[config.mk]
export PLATFORM = sky130hd
export DESIGN_NAME = tpes_prescaler
export DESIGN_NICKNAME = d
export VERILOG_FILES = /design/src/tpes_pkg.sv /design/src/tpes_prescaler.sv /design/src/tpes_pin_sync.sv
export SDC_FILE = /design/constraint.sdc
export NUM_CORES = 1
export LEC_CHECK = 0
export ABC_AREA = 1
export BUFFER_PORTS_ARGS = -buffer_cell sky130_fd_sc_hd__buf_2
export CAP_MARGIN = 10
export CORE_AREA = 4 4 68 70
export CTS_CLUSTER_SIZE = 30
export DETAILED_ROUTE_END_ITERATION = 10
export DIE_AREA = 0 0 72 74
export GPL_ROUTABILITY_DRIVEN = 0
export PLACE_DENSITY = 0.86
export SLEW_MARGIN = 10
export SYNTH_ARGS = -nofsm -noshare
export SYNTH_HDL_FRONTEND = slang
export SYNTH_HIERARCHICAL = 1
export SYNTH_SLANG_ARGS = --single-unit
export TNS_END_PERCENT = 50
[constraint.sdc]
create_clock -name ref_clk -period 2.22 [get_ports ref_clk]
set_input_delay 0.111 -clock ref_clk [delete_from_list [all_inputs] [get_ports ref_clk]]
set_output_delay 0.111 -clock ref_clk [all_outputs]
set_load 0.01 [all_outputs]
[src/tpes_pkg.sv]
/*
  Package for the timer prescaler and edge select block: register addresses,
  field layout of the prescaler mode register, codes for clock and edge
  selection, divider exponents, bus widths and the prescale counter width.
  Assumes it is compiled before every design file of the block.
*/
package tpes_pkg;

  // Register bus widths.
  localparam int unsigned ADDR_W = 32;
  localparam int unsigned DATA_W = 8;

  // Printed addresses of the prescaler mode registers of two channels.
  localparam logic [ADDR_W-1:0] PRM_CH2_ADDR = 32'hFFFFF627;
  localparam logic [ADDR_W-1:0] PRM_CH5_ADDR = 32'hFFFFF657;
  // Read-only status register, placed one byte above the mode register.
  localparam logic [ADDR_W-1:0] STATUS_STEP  = 32'h00000001;

  // Reset value of the prescaler mode register.
  localparam logic [DATA_W-1:0] PRM_RESET = 8'h00;
  // Bits that software may change; bits 3 and 2 are reserved and read zero.
  localparam logic [DATA_W-1:0] PRM_WMASK = 8'hF3;

  // Field positions of the prescaler mode register.
  localparam int unsigned SECOND_EDGE_LSB = 6;
  localparam int unsigned FIRST_EDGE_LSB  = 4;
  localparam int unsigned CLOCK_SEL_LSB   = 0;

  // Layout of the prescaler mode register.
  typedef struct packed {
    logic [1:0] second_edge; // Valid edge of the second event input.
    logic [1:0] first_edge;  // Valid edge of the first event input.
    logic [1:0] rsvd;        // Reserved, always zero.
    logic [1:0] clock_sel;   // Count clock selection.
  } tpes_prm_t;

  // Valid edge selection codes.
  localparam logic [1:0] EDGE_FALL = 2'h0;
  localparam logic [1:0] EDGE_RISE = 2'h1;
  localparam logic [1:0] EDGE_BAD  = 2'h2;
  localparam logic [1:0] EDGE_BOTH = 2'h3;

  // Count clock selection codes.
  localparam logic [1:0] CLK_SEL_0   = 2'h0;
  localparam logic [1:0] CLK_SEL_1   = 2'h1;
  localparam logic [1:0] CLK_SEL_2   = 2'h2;
  localparam logic [1:0] CLK_SEL_PIN = 2'h3;

  // Channel that offers the watch-timer tick on code 10.
  localparam int unsigned WATCH_CH = 1;

  // Divider exponents (log2 of the ratio) per channel and code.
  localparam logic [3:0] DIV_1   = 4'h0;
  localparam logic [3:0] DIV_2   = 4'h1;
  localparam logic [3:0] DIV_4   = 4'h2;
  localparam logic [3:0] DIV_8   = 4'h3;
  localparam logic [3:0] DIV_16  = 4'h4;
  localparam logic [3:0] DIV_256 = 4'h8;
  localparam logic [3:0] DIV_512 = 4'h9;
  // Width of the prescale counter, enough for the largest ratio.
  localparam int unsigned PRESC_W = 9;

  // Run mode value that means the channel is stopped.
  localparam logic [1:0] RUN_STOPPED = 2'h0;

  // Status register bit positions.
  localparam int unsigned ST_RUN       = 0;
  localparam int unsigned ST_FIRST_LVL = 1;
  localparam int unsigned ST_SECOND_LVL = 2;
  localparam int unsigned ST_STARTED   = 3;
  localparam int unsigned ST_BAD_EDGE  = 4;
  localparam int unsigned ST_WR_REFUSED = 5;

endpackage

[src/tpes_prescaler.sv]
/*
  Prescaler and valid-edge selection for one channel of the 16-bit
  timer/event counters. Holds the prescaler mode register, derives the
  count clock enable and the qualified edge pulses of both event inputs.
  Assumes a plain register port, run mode bits from the mode control
  register on the same clock, and asynchronous event pins.
*/
// Function
// - Mode register selects count clock and edges
// - Register accessible as byte or single bits
// - Reset clears register to all zeros
// - First enable with pin high reports rising if rising or both edges selected
// - Re-enable after stop reports no spurious edge
// - Bits 7:6 select second input edge
// - Bits 5:4 select first input edge
// - Channels 0,2: fxx/2,/4,/8 or pin
// - Channel 1: fxx,/4, watch tick, pin
// - Channel 3: fxx/4,/16,/512 or pin
// - Channel 4: fxx/2,/4,/8 or pin
`timescale 1ns/100ps
module tpes_prescaler
  import tpes_pkg::*;
#(
  parameter int unsigned       CHANNEL  = 2,            // Channel index, 0 to 5.
  parameter logic [ADDR_W-1:0] PRM_ADDR = PRM_CH2_ADDR  // Mode register address.
)
(
  // Clock and reset.
  input  wire logic              ref_clk,
  input  wire logic              rst_n,
  // Register port.
  input  wire logic [ADDR_W-1:0] reg_addr,
  input  wire logic [DATA_W-1:0] reg_wdata,
  input  wire logic [DATA_W-1:0] reg_bit_mask,
  input  wire logic              reg_wr,
  input  wire logic              reg_rd,
  output logic [DATA_W-1:0]      reg_rdata_q,
  // Run mode bits from the mode control register.
  input  wire logic              run_mode_bit_hi,
  input  wire logic              run_mode_bit_lo,
  // Watch-timer tick, one cycle wide, same clock.
  input  wire logic              watch_timer_tick,
  // Event pins.
  input  wire logic              first_event_input,
  input  wire logic              second_event_input,
  // Results towards the counter core.
  output logic                   count_tick_q,
  output logic                   first_edge_q,
  output logic                   second_edge_q,
  output tpes_prm_t              prm_cfg_q
);

  // Divider exponent for a channel and code; zero means every cycle.
  function automatic logic [3:0] div_exp(input int unsigned ch, input logic [1:0] code);
    logic [3:0] e;
    e = DIV_1;
    unique case (ch)
      0, 2, 4:
      begin
        e = (code == CLK_SEL_0) ? DIV_2 : (code == CLK_SEL_1) ? DIV_4 : DIV_8;
      end
      1:
      begin
        e = (code == CLK_SEL_0) ? DIV_1 : DIV_4;
      end
      3:
      begin
        e = (code == CLK_SEL_0) ? DIV_4 : (code == CLK_SEL_1) ? DIV_16 : DIV_512;
      end
      default:
      begin
        e = (code == CLK_SEL_0) ? DIV_1 : (code == CLK_SEL_1) ? DIV_4 : DIV_256;
      end
    endcase
    return e;
  endfunction

  // Whether an edge code accepts a rising or a falling change.
  // Shared by both pins and by the first-enable check, so it is a function.
  function automatic logic edge_hit(input logic [1:0] code, input logic rise, input logic fall);
    logic hit;
    hit = 1'b0;
    unique case (code)
      EDGE_FALL: hit = fall;
      EDGE_RISE: hit = rise;
      EDGE_BOTH: hit = rise | fall;
      EDGE_BAD:  hit = 1'b0;  // Prohibited code detects nothing.
    endcase
    return hit;
  endfunction

  // The status register sits one byte above the mode register. It is
  // read-only, and a read of it clears the refusal flag.
  localparam logic [ADDR_W-1:0] STATUS_ADDR = PRM_ADDR + STATUS_STEP;

  // Register state, run tracking, divider and pin sampler signals.
  tpes_prm_t          prm_q;          // Prescaler mode register.
  tpes_prm_t          prm_d;          // Its next value after a write.
  logic               run;            // Channel runs when mode bits are not 00.
  logic               run_prev_q;     // Run state one cycle earlier.
  logic               run_start;      // One-cycle pulse when running begins.
  logic               started_once_q; // Set on the very first enable.
  logic               wr_refused_q;   // Sticky: a write arrived while running.
  logic               bad_edge;       // A prohibited edge code is held.
  logic [PRESC_W-1:0] presc_q;        // Free prescale counter.
  logic [PRESC_W-1:0] div_mask;       // Low counter bits that must be ones.
  logic [3:0]         exp_sel;        // Exponent of the selected ratio.
  logic               div_tick;       // Divided clock enable.
  logic               prm_hit;        // Address selects the mode register.
  logic               st_hit;         // Address selects the status register.
  logic [DATA_W-1:0]  status;         // Status word as read.
  logic               first_lvl;      // Settled first pin level.
  logic               first_rise;     // First pin rising pulse.
  logic               first_fall;     // First pin falling pulse.
  logic               second_lvl;     // Settled second pin level.
  logic               second_rise;    // Second pin rising pulse.
  logic               second_fall;    // Second pin falling pulse.
  logic               first_hit;      // First pin qualified edge.
  logic               second_hit;     // Second pin qualified edge.

  // Sampler of the first event input.
  tpes_pin_sync u_first_sync (
    .ref_clk (ref_clk),
    .rst_n   (rst_n),
    .pin_in  (first_event_input),
    .level_q (first_lvl),
    .rise_q  (first_rise),
    .fall_q  (first_fall)
  );

  // Sampler of the second event input.
  tpes_pin_sync u_second_sync (
    .ref_clk (ref_clk),
    .rst_n   (rst_n),
    .pin_in  (second_event_input),
    .level_q (second_lvl),
    .rise_q  (second_rise),
    .fall_q  (second_fall)
  );

  // Address decode and run state.
  // The run decode is combinational, since the mode bits share this clock.
  assign prm_hit   = (reg_addr == PRM_ADDR);
  assign st_hit    = (reg_addr == STATUS_ADDR);
  assign run       = ({run_mode_bit_hi, run_mode_bit_lo} != RUN_STOPPED);
  assign run_start = run & ~run_prev_q;
  assign bad_edge  = (prm_q.first_edge == EDGE_BAD) | (prm_q.second_edge == EDGE_BAD);

  // Merge a write into the register under the bit mask; a full mask is a
  // byte write, a single set bit a bit write. Reserved bits stay zero.
  always_comb
  begin
    prm_d = tpes_prm_t'(((prm_q & ~reg_bit_mask) | (reg_wdata & reg_bit_mask)) & PRM_WMASK);
  end

  // Prescaler mode register. Writes while running are dropped, since the
  // counter core would otherwise see its clock or edges change mid-count.
  // Such a write leaves its mark in the status register instead.
  always_ff @(posedge ref_clk or negedge rst_n)
  begin
    if (!rst_n)
    begin
      prm_q <= tpes_prm_t'(PRM_RESET);
    end
    else if (reg_wr && prm_hit && !run)
    begin
      prm_q <= prm_d;
    end
  end

  // Sticky flag for refused writes; a new refusal wins over the read clear.
  always_ff @(posedge ref_clk or negedge rst_n)
  begin
    if (!rst_n)
    begin
      wr_refused_q <= 1'b0;
    end
    else if (reg_wr && prm_hit && run)
    begin
      wr_refused_q <= 1'b1;
    end
    else if (reg_rd && st_hit)
    begin
      wr_refused_q <= 1'b0;
    end
  end

  // Run history: the spurious high-level edge is only due on the first
  // enable after reset, so the flag never clears until reset.
  always_ff @(posedge ref_clk or negedge rst_n)
  begin
    if (!rst_n)
    begin
      run_prev_q     <= 1'b0;
      started_once_q <= 1'b0;
    end
    else
    begin
      run_prev_q <= run;
      if (run_start)
      begin
        started_once_q <= 1'b1;
      end
    end
  end

  // Prescale counter; held at zero while stopped so counting starts in
  // step with the enable.
  // One counter serves every ratio, so the table costs only a mask.
  always_ff @(posedge ref_clk or negedge rst_n)
  begin
    if (!rst_n)
    begin
      presc_q <= '0;
    end
    else if (!run)
    begin
      presc_q <= '0;
    end
    else
    begin
      presc_q <= presc_q + PRESC_W'(1);
    end
  end

  // Divided clock enable from the selected ratio.
  always_comb
  begin
    exp_sel  = div_exp(CHANNEL, prm_q.clock_sel);
    div_mask = PRESC_W'((10'h001 << exp_sel) - 10'h001);
    div_tick = ((presc_q & div_mask) == div_mask);
  end

  // Qualified edges. On the first enable a pin already high counts as a
  // rising edge when rising or both edges are selected; later enables
  // see only genuine changes.
  always_comb
  begin
    first_hit  = edge_hit(prm_q.first_edge, first_rise, first_fall);
    second_hit = edge_hit(prm_q.second_edge, second_rise, second_fall);
    if (run_start && !started_once_q)
    begin
      first_hit  = first_hit | (first_lvl & edge_hit(prm_q.first_edge, 1'b1, 1'b0));
      second_hit = second_hit | (second_lvl & edge_hit(prm_q.second_edge, 1'b1, 1'b0));
    end
  end

  // Edge pulses towards the counter core, only while the channel runs.
  always_ff @(posedge ref_clk or negedge rst_n)
  begin
    if (!rst_n)
    begin
      first_edge_q  <= 1'b0;
      second_edge_q <= 1'b0;
    end
    else
    begin
      first_edge_q  <= run & first_hit;
      second_edge_q <= run & second_hit;
    end
  end

  // Count clock enable. Code 11 counts first-pin edges; the pin is then
  // assumed not to also serve clear-and-start or capture, and its pulses
  // are assumed wide enough for the three-stage sampler.
  // The watch-timer tick is honoured on its own channel only.
  always_ff @(posedge ref_clk or negedge rst_n)
  begin
    if (!rst_n)
    begin
      count_tick_q <= 1'b0;
    end
    else if (!run)
    begin
      count_tick_q <= 1'b0;
    end
    else if (prm_q.clock_sel == CLK_SEL_PIN)
    begin
      count_tick_q <= first_hit;
    end
    else if ((CHANNEL == WATCH_CH) && (prm_q.clock_sel == CLK_SEL_2))
    begin
      count_tick_q <= watch_timer_tick;
    end
    else
    begin
      count_tick_q <= div_tick;
    end
  end

  // Configuration copy for the counter core and the output stage, which
  // keeps the shared pin either an input or an output.
  always_ff @(posedge ref_clk or negedge rst_n)
  begin
    if (!rst_n)
    begin
      prm_cfg_q <= tpes_prm_t'(PRM_RESET);
    end
    else
    begin
      prm_cfg_q <= prm_q;
    end
  end

  // Status word showing the block's own state.
  // Bits 7 and 6 have no source and read zero.
  always_comb
  begin
    status                = '0;
    status[ST_RUN]        = run;
    status[ST_FIRST_LVL]  = first_lvl;
    status[ST_SECOND_LVL] = second_lvl;
    status[ST_STARTED]    = started_once_q;
    status[ST_BAD_EDGE]   = bad_edge;
    status[ST_WR_REFUSED] = wr_refused_q;
  end

  // Read data in the cycle after the strobe; zero elsewhere and for
  // unmapped addresses.
  // Zero outside the answer cycle lets a wired-or read bus need no mux.
  always_ff @(posedge ref_clk or negedge rst_n)
  begin
    if (!rst_n)
    begin
      reg_rdata_q <= '0;
    end
    else if (reg_rd && prm_hit)
    begin
      reg_rdata_q <= prm_q;
    end
    else if (reg_rd && st_hit)
    begin
      reg_rdata_q <= status;
    end
    else
    begin
      reg_rdata_q <= '0;
    end
  end

endmodule // tpes_prescaler

[src/tpes_pin_sync.sv]
/*
  Pin sampler for one event input: three flip-flops and a settled level that
  follows the pin once the second and third stage agree, with one-cycle
  rising and falling pulses on every accepted change.
  Assumes the pin is asynchronous to ref_clk and held for several cycles.
*/
`timescale 1ns/100ps
module tpes_pin_sync
  import tpes_pkg::*;
(
  // Clock and reset.
  input  wire logic ref_clk,
  input  wire logic rst_n,
  // Raw pin.
  input  wire logic pin_in,
  // Settled level and change pulses.
  output logic      level_q,
  output logic      rise_q,
  output logic      fall_q
);

  logic [2:0] sync_q; // Stage 0 is read only by stage 1.

  // Three-stage sampler; stage 0 meets metastability and feeds only stage 1.
  always_ff @(posedge ref_clk or negedge rst_n)
  begin
    if (!rst_n)
    begin
      sync_q <= 3'h0;
    end
    else
    begin
      sync_q <= {sync_q[1:0], pin_in};
    end
  end

  // A change is accepted once stages two and three agree on a new level.
  always_ff @(posedge ref_clk or negedge rst_n)
  begin
    if (!rst_n)
    begin
      level_q <= 1'b0;
      rise_q  <= 1'b0;
      fall_q  <= 1'b0;
    end
    else
    begin
      rise_q <= 1'b0;
      fall_q <= 1'b0;
      if ((sync_q[1] == sync_q[2]) && (sync_q[2] != level_q))
      begin
        level_q <= sync_q[2];
        rise_q  <= sync_q[2];
        fall_q  <= ~sync_q[2];
      end
    end
  end

endmodule // tpes_pin_sync

=== Word level (Yosys, flattened, before mapping) ===
Cells that the tools add are included.
Widths: inputs -> output; s select.

* Bits in registers: 47
* Bits of input ports: 57
* Output and inout port bits: 19
* Word-level logic and storage cells: 98

* $add $sub $neg: 2
* Equal/unequal tests: 15
* Shift operators: 1
* Multiplexer cells: 21
* Bitwise operators: 18
* Reduce and logical (&&, ||, !) cells: 19

{| class="wikitable"
|+ Operators by type and width
! operator !! count
|-
| $eq 32x32->1 const B || 2
|-
| $and 8x8->8 || 2
|-
| $mux 1 || 13
|-
| $eq 2x2->1 const B || 5
|-
| $add 9x1->9 const B || 1
|-
| $and 9x9->9 || 1
|-
| $eq 9x9->1 || 1
|-
| $mux 9 || 1
|-
| $shl 1x2->9 const A || 1
|-
| $sub 9x1->9 const B || 1
|-
| $logic_and 1x1->1 || 8
|-
| $mux 8 || 1
|-
| $not 8->8 || 1
|-
| $or 8x8->8 || 1
|-
| $pmux 1 s4 || 2
|-
| $reduce_or 2->1 || 4
|-
| $eq 2x1->1 const B || 3
|-
| $logic_not 2->1 || 3
|-
| $mux 6 || 1
|-
| $and 1x1->1 || 5
|-
| $or 1x1->1 || 5
|-
| $pmux 1 s2 || 2
|-
| $reduce_bool 2->1 || 2
|-
| $not 1->1 || 3
|-
| 4 further kinds || 7
|}

=== Depth between registers and ports, before layout ===
Gate-level depths: netlist of the first run.

* Depth after elaboration: 9
* Depth in mapped cells: 10
* Gate-level depth less buffers: 10

=== Hierarchy ===
Netlist of the first run, hierarchy kept.

{| class="wikitable"
|+ By module, submodules not included
! module !! times used !! cells each !! area an instance (µm²) !! sequential area each (µm²)
|-
| tpes_prescaler || 1 || 217 || 1694.1 || 850.8
|-
| tpes_pin_sync || 2 || 12 || 175.2 || 150.1
|}

=== Least setup slack after synthesis of the first run ===
No wires, ideal clock.

* Path kind: reg2reg
* Start point: register (tool-made name)
* End point: register count_tick_q
* Setup time: 0.117 ns
* Data arrival time: 0.993 ns
* Required time: 2.103 ns
* Slack: 1.110 ns
* Cell stages (with the launch flop): 7
* Buffers on the path: 1
* Clock period less this slack: 1.110 ns
* Cells stage by stage: dfrtp_1 clkbuf_1 ha_1 nor2_1 a21oi_1 nand4_1 nand2_1

{| class="wikitable"
|+ RTL lines
! item !! RTL line !! RTL
|-
| end signal, assigned || tpes_prescaler.sv:279 || <nowiki>count_tick_q <= first_hit;</nowiki>
|-
| end signal, assigned || tpes_prescaler.sv:283 || <nowiki>count_tick_q <= watch_timer_tick;</nowiki>
|-
| end signal, assigned || tpes_prescaler.sv:287 || <nowiki>count_tick_q <= div_tick;</nowiki>
|-
| end, declared || tpes_prescaler.sv:47 || <nowiki>output logic count_tick_q,</nowiki>
|}

=== Worst setup path in the final report of the first run ===
* Start point: register presc_q[0]
* End point: register presc_q[6]

* Word-level cells in the longest chain between the ends: 2

{| class="wikitable"
|+ Ends and longest elaborated chain
! item !! RTL line !! RTL
|-
| start, declared || tpes_prescaler.sv:105 || <nowiki>logic [PRESC_W-1:0] presc_q;</nowiki>
|-
| start signal, assigned || tpes_prescaler.sv:222 || <nowiki>presc_q <= presc_q + PRESC_W'(1);</nowiki>
|-
| $add 9x1->9 || tpes_prescaler.sv:222 ||
|-
| $mux 9 || tpes_prescaler.sv:216 || <nowiki>else if (!run)</nowiki>
|}

Every way passes these cells.
A chain may end at the register's enable or synchronous reset.

==> impl_summary.md, run 1 <==
Clock network
Clock-pin slew was measured on the worst setup and hold paths at 0.08 ns. The buffer depth of the longest clock path is 2. TritonCTS built the clock tree.

The total clock buffers created by CTS is 5. The H-tree was split into 2 levels. Counting every sink on the clock net gives 46. The cell sitting at the root of the clock tree is a clkbuf_8. The clock latency reported for the late side of the worst-skew pair is 0.30 ns. After clock tree synthesis, the setup repair step added 0 buffers.

Final layout
The final layout contains 374 nets. The finished layout holds 366 standard cells, fillers aside. The most common library cell in the layout ignoring fill and taps is buf_2. The number of fill cells is 326. In the layout the commonest cells are buf_2 (68), nand2_1 (53), dfrtp_1 (46). The fraction of layout instances using a drive strength above 1 is 0.266.

The growth of design area from synthesis to finish is 24.4%. The count of inserted antenna diode cells is 0.

Drt
After detailed routing, the number of remaining DRC violations is 0. The number of DRC markers in iteration 0 is 55. For this block, wires on met1 add up to 1720 microns. The routed layout has 1758 vias.

The first-pass detailed-route iteration total is 5. After detailed routing, the total wire length is 4180 microns. Dividing the detail-routed wire length by the instance count gives 11.4 microns. The average via count per standard cell is 4.80. The met3 wire length is 327 microns. Once detail routing completed, the nets flagged for antenna violations numbered 0. The highest layer used for signal routing is met4. The routed design uses just over 2000 microns of met2 wire.

Global route
The initial antenna violation count was 0. The total routing resource utilization after global routing is 0.177. The first global-routing pass estimated 7250 microns of wire.

After global routing the overflow that remains totals 0. Entering global routing, the biggest net connects 47 pins. The via count of the first global-routing pass is about 1700.

Synth
The top cell type's share of synthesized area is 0.563. The synthesized design contains 46 register bits. The synthesized netlist cell count is 241. The netlist uses 20 different library cells. The portion of the post-synthesis area used by sequential elements is 0.563. The cell accounting for the most synthesized area is dfrtp_1. Ranked by total cell area, the synthesized netlist is headed by dfrtp_1 (56%), nand2_1 (9.7%), inv_1 (6.6%).

After synthesis, the mean cell area works out to between 8 and 9 sq um. The synthesized cell area is ~2000 sq um. Yosys printed 6 warnings.

Setup path
The start point of the critical path is presc_q[0]$_DFF_PN0_. The worst register-to-register path ends at presc_q[6]$_DFF_PN0_. The worst setup slack for register-to-register paths is 0.97 ns. The nature of the critical path endpoint is a flip-flop. The reg-to-reg critical path startpoint is presc_q[0]$_DFF_PN0_. The worst-path maximum fanout is 4.

The startpoint-to-endpoint class of the critical path is reg -> reg. STA puts the critical path data required time at approximately 2.4 ns. STA classifies the critical path startpoint as a flip-flop. The depth of the most critical reg-to-reg path is 8. At the worst endpoint, the arrival time is 1.45 ns.

Place
Prior to clock tree synthesis, the placed netlist has a worst setup slack of 0.955 ns. After detailed placement, the design holds a cell count of roughly 360. The wire-length estimate of the detail-placed layout is approximately 3300 microns. Input and output buffers added on the ports amount to between 60 and 70.

STA
The worst max-slew margin expressed relative to the limit is 0.361. The worst clock skew is a little over 0.006 ns. The maximum achievable frequency is 801 MHz. The final critical-path setup slack is 0.971 ns. The max-slew violation total from the final report is 0. The hold violation count in the final report came to 0.

The total negative slack for setup checks is 0 ns. Subtracting the final worst setup slack from the clock period gives 1.25 ns. Setup repair after global routing left no endpoint under its margin. The post-route fraction of the period consumed by the critical path is 0.563.

Setup violations remaining at the end of the flow were counted as 0. At the pin with the least slew margin, the transition time is 0.958 ns.

Power
The worst-case IR drop observed on VDD is 0.494 mV. The static power due to leakage is around 1.4 nW. Dividing total power by cell area gives a power density of 624 nW/um^2.

Floorplanning
76 I/O pins were placed. The die covers between 5000 and 6000 sq um. The vertical die dimension is roughly 74 microns.

For this configuration, the core starts out at a cell density of 0.515. The core outline area is 3970 sq um. The number of rows created at floorplan is 23. The die width is 72 microns.

Flow run
Across the run, the number of max-cap violations was 0.

Min path
The hold path startpoint is reg_wdata[7]. The hold path depth is 3. The path class of the tightest hold or removal check is in -> reg.

Status
The flow ran to the end, and the final reports show no timing, DRC or antenna violations.
==> worst max-delay path, stage by stage (launching register included) <==
cell	delay [ns]
dfrtp_1	0.41
ha_1	0.20
nand2_1	0.06
inv_1	0.07
nand2_1	0.07
nor2_1	0.14
nand3_1	0.09
nand2_1	0.07
nor2_1	0.04
==> metal layers <==
metal | global-route usage | vias to the layer above
li1 | - | 897
met1 | 0.212 | 806
met2 | 0.308 | 51
met3 | 0.0486 | 4
met4 | 0.0689 | 0
met5 | 0 | -
==> cell type report <==
cell class / instances / area (sq um) / area share
clock buffers: 6 / 72.6 / 0.0285
clock inverters: 2 / 13.8 / 0.00541
inverters: 36 / 135 / 0.0531
multi-input cells: 154 / 729 / 0.287
flip-flops and latches: 46 / 1150 / 0.453
well taps: 50 / 62.6 / 0.0246
repair buffers: 72 / 378 / 0.149
==> cell families (layout without fill, tap and decap cells) <==
kind of cell | Yosys count | in the layout | synth area share
AO/OA/AOI/OAI | 23 | 23 | 0.0563
other | 1 | 2 | 0.00183
AND/OR/NAND/NOR | 127 | 127 | 0.285
flip-flops | 46 | 46 | 0.563
adder cells (fa/ha/maj) | 2 | 2 | 0.0122
buffers and inverters | 42 | 116 | 0.0820
==> through the flow <==
stage / hold slack [ns] / cell area [sq um] / power [W] / utilization
after floorplan: -0.185 / 2050 / 0.00101 / -
after global placement: 0.219 / 2430 / 0.00109 / 0.611
after detailed placement: 0.220 / 2430 / 0.00111 / 0.611
after CTS: 0.0417 / 2540 / 0.00160 / 0.640
after global routing: 0.0667 / 2540 / 0.00168 / 0.640
final: 0.0467 / 2540 / 0.00159 / 0.640
==> power breakdown <==
group          total, W  switching (W)  internal (W)
Clock          0.000496       0.000274      0.000222
Combinational  0.000173      0.0000969     0.0000762
Sequential     0.000917      0.0000368      0.000880
==> repair_timing <==
item	4_1_cts	5_1_grt
endpoints found under the hold margin	40	0
resized for setup	0	0
hold buffers	3	0
==> synthesized netlist by cell type, drive strengths merged <==
cell type	n
nand2	55
dfrtp	46
inv	36
nor2	35
nand3	22
o21ai	12
a21oi	11
nand4	8
buf	4
nor3	4
clkbuf	2
ha	2
or2	2
conb	1
nor4	1
==> worst max-delay path by stage <==
stage	endpoint	depth (start not counted)
global placement	count_tick_q$_DFF_PN0_	10
global route	presc_q[6]$_DFF_PN0_	8
CTS	presc_q[7]$_DFF_PN0_	7
finish	presc_q[6]$_DFF_PN0_	8
floorplan	count_tick_q$_DFF_PN0_	6
detailed placement	flip-flop	9
Power figures use the tool's default switching activity.
==> run 2, diff against run 1 <==
--- a/config.mk
+++ b/config.mk
@@ -8,12 +8,12 @@
 export ABC_AREA = 1
 export BUFFER_PORTS_ARGS = -buffer_cell sky130_fd_sc_hd__buf_2
 export CAP_MARGIN = 10
-export CORE_AREA = 4 4 68 70
+export CORE_AREA = 4 4 71 73
 export CTS_CLUSTER_SIZE = 30
 export DETAILED_ROUTE_END_ITERATION = 10
-export DIE_AREA = 0 0 72 74
+export DIE_AREA = 0 0 75 77
 export GPL_ROUTABILITY_DRIVEN = 0
-export PLACE_DENSITY = 0.86
+export PLACE_DENSITY = 0.8
 export SLEW_MARGIN = 10
 export SYNTH_ARGS = -nofsm -noshare
 export SYNTH_HDL_FRONTEND = slang
==> constraint.sdc (replaced) <==
create_clock -name ref_clk -period 1.2 [get_ports ref_clk]
set_input_delay 0.06 -clock ref_clk [delete_from_list [all_inputs] [get_ports ref_clk]]
set_output_delay 0.06 -clock ref_clk [all_outputs]
set_load 0.01 [all_outputs]
==> run 2 against run 1 <==
  * Flip-flop and latch count is the same
  * Fmax grew 4.3%
  * Total power grew 93%
  * Die area grew 8.4%
  * Sequential power grew 84%
  * Final area grew 5.6%
  * Critical path depth is the same
  * Non-clock buffer count grew 13
  * Hold slack lost 0.041 ns
  * Count of clock-buffer cells in the layout grew 1
  * Global-route usage shrank 0.83 points
==> impl_summary.md, run 2 (same netlist as run 1, synthesis figures left out) <==
STA
The worst clock skew is 0.00522 ns. The maximum achievable frequency is 835 MHz. The hold violation count in the final report came to 0.

The tightest hold path in the finished design has a slack of 0.00527 ns. Setup repair after global routing could not meet its margin everywhere. The setup violation total in the final timing report is 0.

In the final timing run, aggregate negative setup slack is 0 ns. The post-route fraction of the period consumed by the critical path is 0.998. The post-route minimum period is between 1 and 1.5 ns. The max-slew violation total from the final report came to 0.

Power
The worst-case vdd ir drop is 1.12 mV. The analysis attributes to cell leakage a power of roughly 1.5 nW. The power per unit of standard cell area is around 1100 nW/um^2.

The design draws 0.00307 W.

Setup path
The worst setup path is launched from a flip-flop. The most used cell along the critical path is nand2_2. For flop-to-flop paths, the worst setup slack is 0.002 ns. STA puts the critical path data required time at 1.39 ns. The critical path runs through a total of 8 cells. The worst setup path is of the reg -> reg kind.

The termination of the worst setup path is presc_q[6]$_DFF_PN0_. The critical register-to-register path endpoint is presc_q[6]$_DFF_PN0_. The nature of the critical path endpoint is a flip-flop.

In this run the worst path has a maximum fanout of 3. The reg-to-reg critical path startpoint is presc_q[1]$_DFF_PN0_. The kind of cell adding the most delay to the critical path is simple AND/OR/NAND/NOR gates. Among all stages on the critical path, the largest delay is contributed by dfrtp_1. The combined buffer and inverter count along the critical path is 1. The data arrival at the endpoint of the critical path is 1.39 ns. Traced cell by cell, the critical path runs through ha_2, nand2_2, inv_2, nand2_2, nor2_2, nand3_1, nand2_1, nor2_1.

The depth of the most critical reg-to-reg path is 8. The start point of the critical path is presc_q[1]$_DFF_PN0_. The biggest cell delay along the critical path is 0.38 ns.

Drt
The routed wire length is 4610 microns. After the first detailed-routing iteration, the DRC count stood at 116. In this run the remaining antenna-violating nets after routing total 0. The first-pass detailed-route iteration total is 4. The via count of the routed design is 1819. The number of DRC violations after detailed routing is 0.

After detailed routing, the number of vias per cell comes to 4.77. In the final routed layout, each cell accounts on average for approximately 12 microns.

Final layout
The most common library cell in the layout ignoring fill and taps is buf_2. The total number of nets in the final design is 387. Leaving out fill and tap cells, the most frequent cells in the layout are buf_2 (68), nand2_1 (51), dfrtp_1 (46).

Of the cells placed in the final design, the portion with a size suffix greater than 1 is 0.310. The count of inserted antenna diode cells is 0. The growth of design area from synthesis to finish is 31.3%.

Place
The count of input and output buffers is 68. The HPWL after detailed placement is 3450 microns.

Global route
The via count of the first global-routing pass is 1735. The first global-routing pass estimated 7550 microns of wire. For this run the aggregate overflow at the end of global routing stands at 0. The maximum number of pins on one net before global-route repair is 47.

The initial antenna violation count is 0. The total routing resource utilization after global routing is 0.169.

Flow run
The number of maximum-capacitance constraint violations is 0.

Clock network
The CTS sink count is 46. The deepest level of the CTS H-tree is 2. The later pin in the worst-skew pair is clocked with a latency of 0.30 ns. No sink is reached through more buffers than the 2 on the longest clock path. The tree is rooted in a clkbuf_8. The TritonCTS clock tree is built. The total clock buffers created by CTS is 5. Clock-pin slew was measured on the worst setup and hold paths at 0.08 ns.

Floorplanning
The initialized floorplan defines 24 standard-cell rows. The core outline area is 4350 sq um. The die width is 75 microns. 76 I/O pins were placed. From bottom edge to top edge, the die measures around 77 microns. The total die area is 5780 sq um. The starting utilization of the core area is 0.470.

Status
The flow ran to the end, and the final reports show no timing, DRC or antenna violations.

Min path
The kind of path behind the tightest hold check is in -> reg. The worst hold path begins at reg_bit_mask[1].
==> run 2: layer usage <==
metal  GRT usage  share of wire  up-vias
li1            -              -      930
met1       0.210           0.39      813
met2       0.278           0.48       70
met3      0.0510           0.11        6
met4      0.0534          0.014        0
met5           0              0        -
==> run 2: timing repair <==
action	in CTS	in global routing
pin swaps	1	6
hold buffers	6	0
setup buffers	1	1
hold endpoints to repair	51	0
gates resized for setup	2	6
endpoints found under the setup margin	3	4
==> run 2: power breakdown <==
group / internal (W) / switching, W / leakage, nW
sequential: 0.00163 / 0.0000572 / 0.607
clock: 0.000465 / 0.000493 / 0.0482
combinational: 0.000205 / 0.000219 / 0.831
==> run 2: worst min-delay path by stage <==
stage / end / cells past startpoint
floorplan: asynchronous set/reset pin / 0
global placement: u_second_sync/sync_q[0]$_DFF_PN0_ / 2
detailed placement: u_second_sync/sync_q[0]$_DFF_PN0_ / 2
CTS: flip-flop / 3
global route: flip-flop / 3
finish: flip-flop / 3
==> run 2: final cells by class <==
type | count | area (sq um)
fillers | 391 | 1670
flip-flops and latches | 46 | 1150
well taps | 52 | 65.1
multi-input cells | 154 | 746
clock buffers | 7 | 86.3
inverters | 36 | 135
repair buffers | 85 | 495
clock inverters | 1 | 5.00
==> run 2: per-stage QoR <==
stage                      util  area (sq um)  worst slack [ns]  std cells
after floorplan               -          2050            0.0897        242
after global placement    0.574          2500          -0.00444        365
after detailed placement  0.574          2500           -0.0570        365
after CTS                 0.612          2670           0.00310        380
after global routing      0.616          2680            -0.128        381
final                     0.616          2680           0.00215        381
==> run 2: worst min-delay path: cells and delay by family <==
family / cells / cell delay [ns]
and+or+nand+nor: 2 / 0.13
buffers and inverters: 1 / 0.09
==> run 3, diff against run 2 <==
--- a/config.mk
+++ b/config.mk
@@ -8,15 +8,14 @@
 export ABC_AREA = 1
 export BUFFER_PORTS_ARGS = -buffer_cell sky130_fd_sc_hd__buf_2
 export CAP_MARGIN = 10
-export CORE_AREA = 4 4 71 73
+export CORE_AREA = 4 4 70 72
 export CTS_CLUSTER_SIZE = 30
 export DETAILED_ROUTE_END_ITERATION = 10
-export DIE_AREA = 0 0 75 77
+export DIE_AREA = 0 0 74 76
 export GPL_ROUTABILITY_DRIVEN = 0
-export PLACE_DENSITY = 0.8
+export PLACE_DENSITY = 0.81
 export SLEW_MARGIN = 10
 export SYNTH_ARGS = -nofsm -noshare
 export SYNTH_HDL_FRONTEND = slang
-export SYNTH_HIERARCHICAL = 1
 export SYNTH_SLANG_ARGS = --single-unit
 export TNS_END_PERCENT = 50
==> run 3 against run 2 <==
  * Highest routed layer unchanged
  * Critical path type unchanged
  * Largest power group unchanged
  * Via count about the same
  * Final area down 1.4%
  * Final cell count down 0.26%
  * Non-clock buffer count unchanged
==> impl_summary.md, run 3 <==
Status
The run finished with clean final reports.

Drt
The routed wire length is 4440 microns. Using the TritonRoute via totals, the vias-per-cell ratio works out to 4.78. The highest metal layer carrying signal wires in the routed design is met4. In the detailed route, the total length drawn on met2 is 2320 microns. The remaining antenna violation count is 0.

The met3 wire length is around 260 microns. The number of DRC violations after detailed routing is 0. The final route contains 1818 vias.

The first-pass detailed-route iteration total is 4. The routed length per placed instance is 11.7 microns. The sum of routed wire segments on met1 is 1760 microns. The number of DRC markers in iteration 0 is 115.

STA
In the final timing run, aggregate negative setup slack is 0 ns. The post-route fraction of the period consumed by the critical path is 0.974. The post-route minimum period is 1.17 ns. Based on the critical path, the design can be clocked at up to 855 MHz. The setup violation total in the final timing report is 0. The max-slew violation total from the final report is 0. Setup repair after global routing could not meet its margin everywhere. For the final database, setup skew stands at 0.00294 ns. The hold violation count in the final report came to 0. The worst hold-check slack is 0.00433 ns.

Synth
The share of the Yosys chip area taken by registers is 0.571. In this run, distinct cell masters in the synthesized netlist total 21. A synthesized cell averages 8.44 sq um.

Yosys mapped a number of flops with a built-in enable equal to 0. The commonest cells after synthesis are nand2_1 (56), dfrtp_1 (46), inv_1 (34). The cell count after synthesis came out at 239. The primary flip-flop cell chosen by synthesis mapping is dfrtp_1.

Summed over all instances, the cell type with the most area after synthesis is dfrtp_1. For this run, asynchronously set or reset flops after synthesis account for 1.00. The Yosys step of the flow raised 0 warnings. After synthesis the cells add up to about 2000 sq um. Ranked by total cell area, the synthesized netlist is headed by dfrtp_1 (57%), nand2_1 (10%), inv_1 (6.3%). Of the post-synthesis cell area, the dominant cell type holds 0.571. In the post-synthesis netlist, the cell with the most instances is nand2_1. The number of register bits inferred by synthesis is 46.

Place
The cell area after placement is 2490 sq um. The HPWL after detailed placement is 3380 microns. The count of input and output buffers is around 70. The placed instance count is between 300 and 400.

Setup path
The number of cells on the worst reg-to-reg path is 8. For the worst setup path, the data arrival time is between 1 and 1.5 ns. Along the worst path, the maximum fanout reaches 3. The worst register-to-register path has a setup slack of approximately 0.03 ns.

Grouping stages by cell kind, the critical path spends the most delay in simple AND/OR/NAND/NOR gates. The endpoint identified for the worst register-to-register timing path is presc_q[6]$_DFF_PN0_. The combined buffer and inverter count along the critical path is 1. STA puts the critical path data required time at 1.38 ns. The worst register-to-register path begins at presc_q[0]$_DFF_PN0_. The nature of the critical path endpoint is a flip-flop. The startpoint-to-endpoint class of the critical path is reg -> reg. The signal on the critical path passes through ha_2, nand2_1, inv_2, nand2_2, nor2_2, nand3_1, nand2_1, nor2_1. The most used cell along the critical path is nand2_1. The biggest cell delay along the critical path is 0.40 ns. The cell at the slowest stage of the critical path is dfrtp_1.

The worst setup path is launched from a flip-flop.

Global route
Entering global routing, the biggest net connects 31 pins. The via count of the first global-routing pass is approximately 1700. The first global-routing pass estimated 7040 microns of wire. The initial antenna violation count is 0.

The total routing resource utilization after global routing is 0.158. The final global-route overflow total is 0.

Clock network
The clock slew at the register clock pins of the worst setup and hold paths is 0.08 ns. The TritonCTS clock tree is built. The total clock buffers created by CTS is 5.

In this run the clock root is driven by a clkbuf_8. The deepest level of the CTS H-tree is 2. At the later pin of the worst-skew pair, clock insertion delay measures approximately 0.29 ns.

The clock passes through at most 2 buffers. The tree built by TritonCTS fans out to 46 sinks.

Power
Of the total power, combinational logic draws 0.143. The switching power share of the total is 0.248. The total power after layout is between 0.002 and 0.003 W.

Summed over all nets, the switching power comes to 0.000737 W. The internal power of the cells is 0.00224 W. Of the total power, the clock network draws 0.288. VDD sags by at most about 0.63 mV. The static power due to leakage is roughly 1.5 nW. For this design the ratio of total power to cell area is 1120 nW/um^2. The part of the total power dissipated in sequential elements is 0.569.

Final layout
Leaving out fill and tap cells, the most frequent cell in the layout is buf_2. In the final layout, the multi-input gates occupy ~730 sq um. After filler insertion, the fill cell instance count of the layout stands at around 350.

The total number of nets in the final design is between 300 and 400. In the layout the commonest cells are buf_2 (68), nand2_1 (55), dfrtp_1 (46). From synthesis to final layout, the design area changed by 31.1%. In the final layout, flip-flops and latches occupy 1150 sq um.

The count of inserted antenna diode cells is 0. The finished layout holds 380 standard cells, fillers aside. In the final layout, the share of cells above drive strength 1 is 0.311.

The post-route standard cell area excluding fillers is around 2600 sq um.

Min path
The worst hold path passes through 3 cells. The hold path startpoint is reg_wdata[5]. In this run the worst hold path is classified as in -> reg.

Floorplanning
The I/O pin count is between 70 and 80. The starting utilization of the core area is 0.470. The die covers roughly 5600 sq um. The floorplan step set the die width to about 74 microns. The floorplan step set the die height to 76 microns.

In this run the core area contains 24 standard-cell rows. The core outline area is 4290 sq um.

Flow run
The number of maximum-capacitance constraint violations is 0.
[run 3: cell types whose count changed in the layout (fill, tap and decap cells not counted), moves of 2 or more]
cell	delta
buf_4	+2
o21ai_1	+3
nor2_2	+4
nor3_1	+4
nand2_1	+4
nor2_1	-5
dlygate4sd3_1	-2
nand3_1	-6
nand2_2	-2
nor2_4	-2
[run 3: worst reg2reg max path, delay by kind of cell (launching register included)]
| family | cells | cell delay (ns) |
|---|---|---|
| AND/OR/NAND/NOR | 6 | 0.41 |
| flip-flops | 1 | 0.40 |
| adder cells (fa/ha/maj) | 1 | 0.20 |
| buffers and inverters | 1 | 0.06 |
[run 3: cell type report]
class                   count  share of cell area
multi-input cells         154               0.274
repair buffers             85               0.185
clock buffers               7              0.0289
well taps                  52              0.0246
flip-flops and latches     46               0.435
inverters                  36              0.0516
[run 3: cells by family after synthesis]
kind of cell             Yosys count  synth area share
AO/OA/AOI/OAI                     25            0.0620
adder cells (fa/ha/maj)            2            0.0124
buffers and inverters             40            0.0788
flip-flops                        46             0.571
other                              1           0.00186
AND/OR/NAND/NOR                  125             0.274
[run 3: through the flow]
stage	setup WS, ns	utilization
floorplan	0.0766	-
global placement	0.0473	0.580
detailed placement	0.00392	0.580
CTS	0.0219	0.610
global route	-0.0345	0.616
finish	0.0307	0.616
[run 3: how the worst max path moves through the flow]
stage	cells after the start	to	slack [ns]	from
finish	8	presc_q[6]$_DFF_PN0_	0.03	presc_q[0]$_DFF_PN0_
global route	7	presc_q[7]$_DFF_PN0_	-0.03	presc_q[1]$_DFF_PN0_
CTS	7	presc_q[6]$_DFF_PN0_	0.02	presc_q[0]$_DFF_PN0_
detailed placement	8	presc_q[6]$_DFF_PN0_	0.004	presc_q[1]$_DFF_PN0_
global placement	8	presc_q[6]$_DFF_PN0_	0.05	presc_q[1]$_DFF_PN0_
floorplan	6	count_tick_q$_DFF_PN0_	0.08	flip-flop
[run 3: per-layer routing]
metal / global-route usage / vias to the layer above
li1: - / 925
met1: 0.183 / 833
met2: 0.273 / 49
met3: 0.0369 / 11
met4: 0.0670 / 0
met5: 0 / -
[run 3: repair_timing]
action	in CTS	in global routing
resized for setup	1	8
buffers inserted	1	2
hold endpoints to repair	19	0
hold buffers	4	0
setup endpoints to repair	1	4
pin swaps	0	3
[run 3: power by group through the flow]
stage / Clock [W] / Sequential [W] / Combinational (W)
2_1_floorplan: 0 / 0.00171 / 0.000152
3_3_place_gp: 0 / 0.00171 / 0.000345
3_5_place_dp: 0 / 0.00171 / 0.000355
4_1_cts: 0.000886 / 0.00168 / 0.000391
5_1_grt: 0.000964 / 0.00170 / 0.000491
6_report: 0.000857 / 0.00169 / 0.000426
